$ cat src/psq_consts.svh
// Timing and width constants for the push-button power sequencer.
// Assumes a single 50 MHz reference clock; included by bare name.
`ifndef PSQ_CONSTS_SVH
`define PSQ_CONSTS_SVH

// Reference clock
`define PSQ_CLK_HZ 50000000
`define PSQ_CLK_PERIOD_NS 20
`define PSQ_MS_PER_S 1000

// Cycles in one millisecond time-base tick
`define PSQ_TICK_CYCLES (`PSQ_CLK_HZ / `PSQ_MS_PER_S)

// Sequencer intervals, in milliseconds
`define PSQ_ON_DB_MS 128
`define PSQ_BLANK_MS 512
`define PSQ_REL_DB_MS 32
`define PSQ_OFF_DB_MS 32
`define PSQ_KILL_DELAY_MS 128
`define PSQ_LOCKOUT_MS 256

// Least valid low time of the shutdown request, rounded up to cycles
`define PSQ_KILL_MIN_NS 30000
`define PSQ_KILL_MIN_CYC \
	((`PSQ_KILL_MIN_NS + `PSQ_CLK_PERIOD_NS - 1) / `PSQ_CLK_PERIOD_NS)

// Width of the extension inputs and of the millisecond counter
`define PSQ_EXT_W 16
`define PSQ_MS_W 18

`endif

$ cat src/psq_pkg.sv
// Types shared by the push-button power sequencer.
// Assumes nothing of its surroundings.
package psq_pkg;

	// Sequencer states, one-hot
	typedef enum logic [6:0]
	{
		PSQ_IDLE = 7'h01,
		PSQ_BLANK = 7'h02,
		PSQ_ON_REL = 7'h04,
		PSQ_ON = 7'h08,
		PSQ_ALERT = 7'h10,
		PSQ_LOCK = 7'h20,
		PSQ_REL = 7'h40
	} psq_state_t;

endpackage

$ cat src/psq_ms_tick.sv
// Millisecond time base: one-cycle tick every TICK_CYCLES clocks.
// Assumes the owner clears it whenever an interval restarts.
`timescale 1ns/1ps
module psq_ms_tick #(
	parameter int TICK_CYCLES = 50000
)
(
	input wire logic ref_clk,
	input wire logic rst,
	input wire logic clear,
	output logic tick
);
	localparam int CW = $clog2(TICK_CYCLES + 1);
	localparam logic [CW-1:0] LAST = CW'(TICK_CYCLES - 1);

	logic [CW-1:0] cnt_ff;
	logic tick_ff;
	wire atLast = (cnt_ff == LAST);

	// Clear restarts the phase so intervals are exact from their start
	always_ff @(posedge ref_clk)
	begin
		if (rst || clear)
		begin
			cnt_ff <= '0;
			tick_ff <= 1'b0;
		end
		else
		begin
			cnt_ff <= atLast ? '0 : cnt_ff + CW'(1);
			tick_ff <= atLast;
		end
	end

	assign tick = tick_ff;
endmodule

$ cat src/psq_low_filter.sv
// Qualifies an active-low input: low counts only after MIN_CYC cycles.
// Assumes the input is already synchronous to ref_clk.
`timescale 1ns/1ps
module psq_low_filter #(
	parameter int MIN_CYC = 1500
)
(
	input wire logic ref_clk,
	input wire logic rst,
	input wire logic raw_n,
	output logic validLow
)
;
	localparam int CW = $clog2(MIN_CYC + 1);
	localparam logic [CW-1:0] SAT = CW'(MIN_CYC - 1);

	logic [CW-1:0] cnt_ff;
	logic validLow_ff;
	wire rawLow = ~raw_n;
	wire longEnough = (cnt_ff == SAT);

	// Any high level drops the qualified state at once
	always_ff @(posedge ref_clk)
	begin
		if (rst || !rawLow)
		begin
			cnt_ff <= '0;
			validLow_ff <= 1'b0;
		end
		else
		begin
			cnt_ff <= longEnough ? cnt_ff : cnt_ff + CW'(1);
			validLow_ff <= longEnough;
		end
	end

	assign validLow = validLow_ff;
endmodule

$ cat src/psq_sequencer.sv
// Push-button power on/off sequencer, top level.
// Assumes push button and shutdown request are synchronous to ref_clk.
//
// How it works
// - Button held low 128ms turns supply on
// - Supply on starts 512ms blanking timer
// - Request still low at blanking end aborts
// - Inputs ignored while blanking runs
// - After blanking, debounce button release 32ms
// - Turn-off needs button low 32ms plus extension
// - Debounce done drives power-down alert low
// - Timeout 128ms plus extension releases supply
// - Low request during alert releases supply now
// - After off, debounce release then idle
// - Low request in normal operation releases supply
// - Request-driven off ignores button for 256ms
// - Supply output polarity is a build parameter
// - Request low counts only after 30us
// - Supply off from power-up until valid press
// - Shutdown timeout starts with the alert
`timescale 1ns/1ps
`include "psq_consts.svh"
module psq_sequencer #(
	parameter int TICK_CYCLES = `PSQ_TICK_CYCLES,
	parameter int ON_DB_MS = `PSQ_ON_DB_MS,
	parameter int BLANK_MS = `PSQ_BLANK_MS,
	parameter int REL_DB_MS = `PSQ_REL_DB_MS,
	parameter int OFF_DB_MS = `PSQ_OFF_DB_MS,
	parameter int KILL_DELAY_MS = `PSQ_KILL_DELAY_MS,
	parameter int LOCKOUT_MS = `PSQ_LOCKOUT_MS,
	parameter int KILL_MIN_CYC = `PSQ_KILL_MIN_CYC,
	parameter bit ACTIVE_HIGH = 1'b1
)
(
	input wire logic ref_clk,
	input wire logic rst,
	input wire logic push_button_n,
	input wire logic shutdown_request_n,
	input wire logic [`PSQ_EXT_W-1:0] off_debounce_extend,
	input wire logic [`PSQ_EXT_W-1:0] shutdown_timeout_extend,
	output logic supply_on_out,
	output logic power_down_alert_n
);
	localparam int MW = `PSQ_MS_W;
	// Pin level that keeps the converter off
	localparam logic OFF_LEVEL = ~ACTIVE_HIGH;

	// Base plus extension, both in milliseconds
	function automatic logic [MW-1:0] msSum(
		input logic [MW-1:0] base,
		input logic [`PSQ_EXT_W-1:0] ext
	);
		msSum = base + {{(MW - `PSQ_EXT_W){1'b0}}, ext};
	endfunction

	// True on the tick that completes the interval
	function automatic logic reached(
		input logic tick,
		input logic [MW-1:0] cnt,
		input logic [MW-1:0] target
	);
		reached = tick && ((cnt + MW'(1)) >= target);
	endfunction

	psq_pkg::psq_state_t state_ff;
	psq_pkg::psq_state_t nxt_state;
	logic [MW-1:0] msCnt_ff;
	logic [MW-1:0] nxt_msCnt;
	logic [MW-1:0] target;
	logic supplyPin_ff;
	logic alertN_ff;
	logic msTick;
	logic killLow;
	logic clrTimer;
	logic done;

	wire pbLow = ~push_button_n;
	wire inIdle = (state_ff == psq_pkg::PSQ_IDLE);
	wire inBlank = (state_ff == psq_pkg::PSQ_BLANK);
	wire inOnRel = (state_ff == psq_pkg::PSQ_ON_REL);
	wire inOn = (state_ff == psq_pkg::PSQ_ON);
	wire inAlert = (state_ff == psq_pkg::PSQ_ALERT);
	wire inLock = (state_ff == psq_pkg::PSQ_LOCK);
	wire inRel = (state_ff == psq_pkg::PSQ_REL);

	// Supply is on in every state from blanking through the alert
	wire supplyOnNow = inBlank | inOnRel | inOn | inAlert;
	wire nxtSupplyOn = (nxt_state == psq_pkg::PSQ_BLANK) ||
		(nxt_state == psq_pkg::PSQ_ON_REL) ||
		(nxt_state == psq_pkg::PSQ_ON) ||
		(nxt_state == psq_pkg::PSQ_ALERT);

	// Shutdown request is qualified against glitches first
	psq_low_filter #(
		.MIN_CYC(KILL_MIN_CYC)
	)
	u_killFilter
	(
		.ref_clk(ref_clk),
		.rst(rst),
		.raw_n(shutdown_request_n),
		.validLow(killLow)
	);

	// Millisecond base, rephased whenever an interval restarts
	psq_ms_tick #(
		.TICK_CYCLES(TICK_CYCLES)
	)
	u_msTick
	(
		.ref_clk(ref_clk),
		.rst(rst),
		.clear(clrTimer),
		.tick(msTick)
	);

	// Interval length for the current state
	always_comb
	begin
		target = MW'(ON_DB_MS);
		unique case (state_ff)
			psq_pkg::PSQ_IDLE: target = MW'(ON_DB_MS);
			psq_pkg::PSQ_BLANK: target = MW'(BLANK_MS);
			psq_pkg::PSQ_ON_REL: target = MW'(REL_DB_MS);
			psq_pkg::PSQ_ON: target = msSum(MW'(OFF_DB_MS),
				off_debounce_extend);
			psq_pkg::PSQ_ALERT: target = msSum(MW'(KILL_DELAY_MS),
				shutdown_timeout_extend);
			psq_pkg::PSQ_LOCK: target = MW'(LOCKOUT_MS);
			psq_pkg::PSQ_REL: target = MW'(REL_DB_MS);
		endcase
	end

	assign done = reached(msTick, msCnt_ff, target);

	// Button level that breaks a debounce and restarts it
	wire restart = ((inIdle | inOn) & ~pbLow) |
		((inOnRel | inRel) & pbLow);

	// Next state; lockout looks at nothing but time, blanking only at the request on its last tick
	always_comb
	begin
		nxt_state = state_ff;
		unique case (state_ff)
			psq_pkg::PSQ_IDLE:
				if (pbLow && done)
					nxt_state = psq_pkg::PSQ_BLANK;
			psq_pkg::PSQ_BLANK:
				if (done)
					nxt_state = killLow ? psq_pkg::PSQ_REL :
						psq_pkg::PSQ_ON_REL;
			psq_pkg::PSQ_ON_REL:
				if (!pbLow && done)
					nxt_state = psq_pkg::PSQ_ON;
			psq_pkg::PSQ_ON:
				if (killLow)
					nxt_state = psq_pkg::PSQ_LOCK;
				else if (pbLow && done)
					nxt_state = psq_pkg::PSQ_ALERT;
			psq_pkg::PSQ_ALERT:
				if (killLow)
					nxt_state = psq_pkg::PSQ_LOCK;
				else if (done)
					nxt_state = psq_pkg::PSQ_REL;
			psq_pkg::PSQ_LOCK:
				if (done)
					nxt_state = psq_pkg::PSQ_REL;
			psq_pkg::PSQ_REL:
				if (!pbLow && done)
					nxt_state = psq_pkg::PSQ_IDLE;
		endcase
	end

	// Counter restarts on entry to a state and on a broken debounce
	assign clrTimer = (nxt_state != state_ff) || restart;
	assign nxt_msCnt = clrTimer ? '0 :
		(msTick ? msCnt_ff + MW'(1) : msCnt_ff);

	// State and counter
	always_ff @(posedge ref_clk)
	begin
		if (rst)
		begin
			state_ff <= psq_pkg::PSQ_IDLE;
			msCnt_ff <= '0;
		end
		else
		begin
			state_ff <= nxt_state;
			msCnt_ff <= nxt_msCnt;
		end
	end

	// Pins follow the next state so both change with the state
	always_ff @(posedge ref_clk)
	begin
		if (rst)
		begin
			supplyPin_ff <= OFF_LEVEL;
			alertN_ff <= 1'b1;
		end
		else
		begin
			supplyPin_ff <= nxtSupplyOn ^ OFF_LEVEL;
			alertN_ff <= (nxt_state != psq_pkg::PSQ_ALERT);
		end
	end

	assign supply_on_out = supplyPin_ff;
	assign power_down_alert_n = alertN_ff;

	wire supplyIsOn = (supply_on_out != OFF_LEVEL);
endmodule

$ cat config.mk
export PLATFORM = sky130hd
export DESIGN_NAME = psq_sequencer
export DESIGN_NICKNAME = d
export VERILOG_FILES = /design/src/psq_pkg.sv /design/src/psq_ms_tick.sv /design/src/psq_low_filter.sv /design/src/psq_sequencer.sv
export VERILOG_INCLUDE_DIRS = /design/src
export SDC_FILE = /design/constraint.sdc
export NUM_CORES = 1
export LEC_CHECK = 0
export BUFFER_PORTS_ARGS = -buffer_cell sky130_fd_sc_hd__clkbuf_2
export CORE_UTILIZATION = 60
export DETAILED_ROUTE_END_ITERATION = 10
export GPL_TIMING_DRIVEN = 0
export PLACE_DENSITY = 0.8
export RECOVER_POWER = 50
export SLEW_MARGIN = 20
export SYNTH_ARGS = -nofsm -noshare
export SYNTH_HDL_FRONTEND = slang
export SYNTH_HIERARCHICAL = 1
export SYNTH_SLANG_ARGS = --single-unit
$ cat constraint.sdc
create_clock -name ref_clk -period 5.5 [get_ports ref_clk]
set_input_delay 0.55 -clock ref_clk [delete_from_list [all_inputs] [get_ports ref_clk]]
set_output_delay 0.55 -clock ref_clk [all_outputs]
set_load 0.005 [all_outputs]
==> results.sh <==
export IMPL_yosysWarningCount=6
export IMPL_cts_made_buffers=5
export IMPL_worst_pin_slew_ns=0.610
export IMPL_die_area_sq_um=7210
export IMPL_synthFlopType="dfxtp_1"
export IMPL_place_ws_ns=0.166
export IMPL_power_uw=739
export IMPL_maxSlewHeadroom_pct=59.3
export IMPL_crit_type="reg2reg"
export IMPL_p_leak_uw=0.00174
export IMPL_status="finished, violations left"
export IMPL_final_area_sq_um=4550
export IMPL_worstSetupStartpointType="register"
export IMPL_switching_share_pct=23.3
export IMPL_fp_dieW_um=84.9
export IMPL_hold_path_class="reg2reg"
export IMPL_min_from="u_killFilter/cnt_ff[8]"
export IMPL_cts_hold_buf=0
export IMPL_p_int_uw=566
export IMPL_drive_above_1_share_pct=19.6
export IMPL_critPathCaptureType="register"
export IMPL_area_growth_pct=10.4
export IMPL_multi_input_area_sq_um=2830
export IMPL_drv_cap=0
export IMPL_start_util_pct=63.5
export IMPL_place_area_sq_um=4410
export IMPL_grt_max_degree=19
export IMPL_peakVddDrop_mv=0.124
export IMPL_min_delay_path_depth=2
export IMPL_synth_cells=488
export IMPL_io_pins=38
export IMPL_finalCritPeriodShare_pct=93.3
export IMPL_final_cell_mix="dfxtp_1, nor2_1, nand2_1, clkbuf_2, xor2_1"
export IMPL_synth_async_reset_ratio_pct=0
export IMPL_antenna_left=0
export IMPL_fmax_mhz=195
export IMPL_rr_startpoint="state_ff[2]"
export IMPL_routed_wl_um=9570
export IMPL_track_usage_pct=27.5
export IMPL_clock_skew_ns=0.0109
export IMPL_overflow=0
export IMPL_crit_arrival_ns=5.39
export IMPL_cpMaxStageDelayCell="or4_4"
export IMPL_syn_cell_area_sq_um=4130
export IMPL_setup_tns_ns=0
export IMPL_synth_net_count=546
export IMPL_critPathLaunch="state_ff[2]"
export IMPL_final_common_cell="dfxtp_1"
export IMPL_combPwrFrac_pct=7.1
export IMPL_core_area_sq_um=6490
export IMPL_max_stage_delay_ns=0.57
export IMPL_fin_ws_ns=0.368
export IMPL_hpwl_um=7340
export IMPL_detail_route_wl_per_cell_um=15.6
export IMPL_drv_slew=0
export IMPL_path_cells="buf_6 > or4_4 > nor3_2 > clkbuf_1 > a22oi_1 > ha_1 > a211oi_1 > nor2_1 > o31ai_1 > a31oi_2 > or2_2 > buf_2 > o211ai_1 > nand2_1 > a221o_1 > buf_6 > buf_12 > nor2_1 > nand2_2 > buf_4 > nor2_1"
export IMPL_nFillCells=534
export IMPL_path_common_cell="nor2_1"
export IMPL_fin_nets=592
export IMPL_die_h_um=84.9
export IMPL_grt_pass1_vias=3585
export IMPL_violations="DRC"
export IMPL_route_detailed_drc=8
export IMPL_cts_tree="done"
export IMPL_final_min_clock_period_ns=5.13
export IMPL_seqCellArea_sq_um=1120
export IMPL_htreeDepth=2
export IMPL_yosysSeqAreaShare_pct=27.2
export IMPL_critPathMaxFanout=11
export IMPL_ys_ff_latch=56
export IMPL_grt_pass1_wl_um=16300
export IMPL_switching_power_uw=172
export IMPL_io_buffers=37
export IMPL_clockBufferDepth=2
export IMPL_antenna_cells=0
export IMPL_clkPwrFrac_pct=37.6
export IMPL_rsz0062_at_grt="no"
export IMPL_powerDensity_nw_per_um2=162
export IMPL_postSynthAreaPerCell_sq_um=8.45
export IMPL_crit_required_ns=5.75
export IMPL_clk_latency_ns=0.31
export IMPL_cts_clk_slew_worst_paths_ns=0.10
export IMPL_gp_congestion=0.917
export IMPL_finalSetupViolations=0
export IMPL_power_frac_seq_pct=55.3
export IMPL_synthDistinctLibCells=75
export IMPL_drt_initial_drc_count=281
export IMPL_cts_sinks=56
export IMPL_cts_root_buf="clkbuf_8"
export IMPL_reg2regPathDepth=21
export IMPL_rows=29
export IMPL_hold_viol=0
export IMPL_antenna_found_initial=0
export IMPL_dr_pass1_iters=8
export IMPL_vias=3752
export IMPL_synth_edf_count=0
export IMPL_avgViaCountPerCell=6.13
[state kept, by name, indices dropped and copies added, names as in the netlist]
| register | flops |
|---|---|
| msCnt_ff | 18 |
| u_killFilter/validLow | 1 |
| power_down_alert_n | 1 |
| u_msTick/tick | 1 |
| state_ff | 7 |
| u_killFilter/cnt_ff | 11 |
| supply_on_out | 1 |
| u_msTick/cnt_ff | 16 |
[stage by stage]
stage / hold slack [ns] / std cells / utilization [%]
4_1_cts: 0.458 / 610 / 69.6
6_report: 0.505 / 612 / 70.1
3_3_place_gp: 0.453 / 602 / 67.8
5_1_grt: 0.526 / 612 / 70.1
3_5_place_dp: 0.489 / 602 / 67.8
2_1_floorplan: 0.440 / 488 / -
[layer usage]
| layer | wire (um) | GRT usage [%] |
|---|---|---|
| met5 | 0 | 0 |
| met2 | 4550 | 48.4 |
| met4 | 148 | 8.94 |
| met1 | 4440 | 35.4 |
| met3 | 426 | 3.02 |
[synthesized netlist by cell type (all sizes together), types with 3 or more instances]
master | instances | area [sq um]
nor4b | 3 | 32.5
clkbuf | 9 | 33.8
o31ai | 4 | 30.0
o21a | 4 | 31.3
a21oi | 14 | 70.1
nand4 | 16 | 134
buf | 13 | 111
dfxtp | 56 | 1120
nor3 | 31 | 205
a22oi | 14 | 105
nand4b | 3 | 26.3
nand2 | 40 | 153
a221o | 3 | 30.0
nor4 | 9 | 96.3
nand3 | 26 | 160
nand2b | 3 | 18.8
xor2 | 34 | 298
ha | 22 | 275
or2 | 7 | 43.8
and3 | 14 | 90.1
nor2b | 5 | 31.3
nor2 | 46 | 180
o21ai | 13 | 65.1
nor3b | 3 | 27.5
or4 | 6 | 52.6
xnor2 | 33 | 289
inv | 12 | 45.0
or3 | 3 | 18.8
a211oi | 3 | 22.5
a31oi | 5 | 31.3
[worst paths after layout]
path / end / slack [ns]
hold / removal: u_killFilter/cnt_ff[8] / 0.51
hold reg to reg: u_killFilter/cnt_ff[8] / 0.51
setup reg to reg: u_msTick/cnt_ff[3] / 0.37
setup / recovery: u_msTick/cnt_ff[3] / 0.37
[area by class of cell]
type / count / area share (%)
Multi-Input combinational cell: 398 / 62.1
Sequential cell: 56 / 24.7
Timing Repair Buffer: 39 / 4.37
Buffer: 22 / 3.21
Tap cell: 77 / 2.12
Clock buffer: 5 / 1.51
Clock inverter: 3 / 1.02
Inverter: 12 / 0.989
[cells by family (layout without fill, tap and decap cells)]
logic type               count (synthesis)  after routing  synth area share [%]
AO/OA/AOI/OAI                           85             85                  14.6
XOR/XNOR                                67             67                  14.2
adder cells (fa/ha/maj)                 22             22                  6.67
buffers and inverters                   34             81                  4.61
flip-flops                              56             56                  27.2
multiplexers                             1              1                 0.243
AND/OR/NAND/NOR                        223            223                  32.5
[repair_timing]
action	in CTS	in global routing
endpoints found under the setup margin	0	16
setup buffers	0	2
resized for setup	0	8
[power by group through the flow]
stage | clock network [uW] | logic, uW | registers, uW
finish | 277 | 52.6 | 409
global route | 300 | 57.9 | 409
CTS | 283 | 52.8 | 409
detailed placement | 0 | 52.3 | 418
global placement | 0 | 51.5 | 418
floorplan | 0 | 27.7 | 417
[critical path, delay by kind of cell (launching register included)]
| kind | cells | cell delay (ns) |
|---|---|---|
| flops | 1 | 0.32 |
| fa+ha+maj | 1 | 0.23 |
| simple gates | 8 | 1.84 |
| compound gates | 6 | 1.46 |
| buf+inv | 6 | 1.21 |
(Power assumes the default switching activity.)
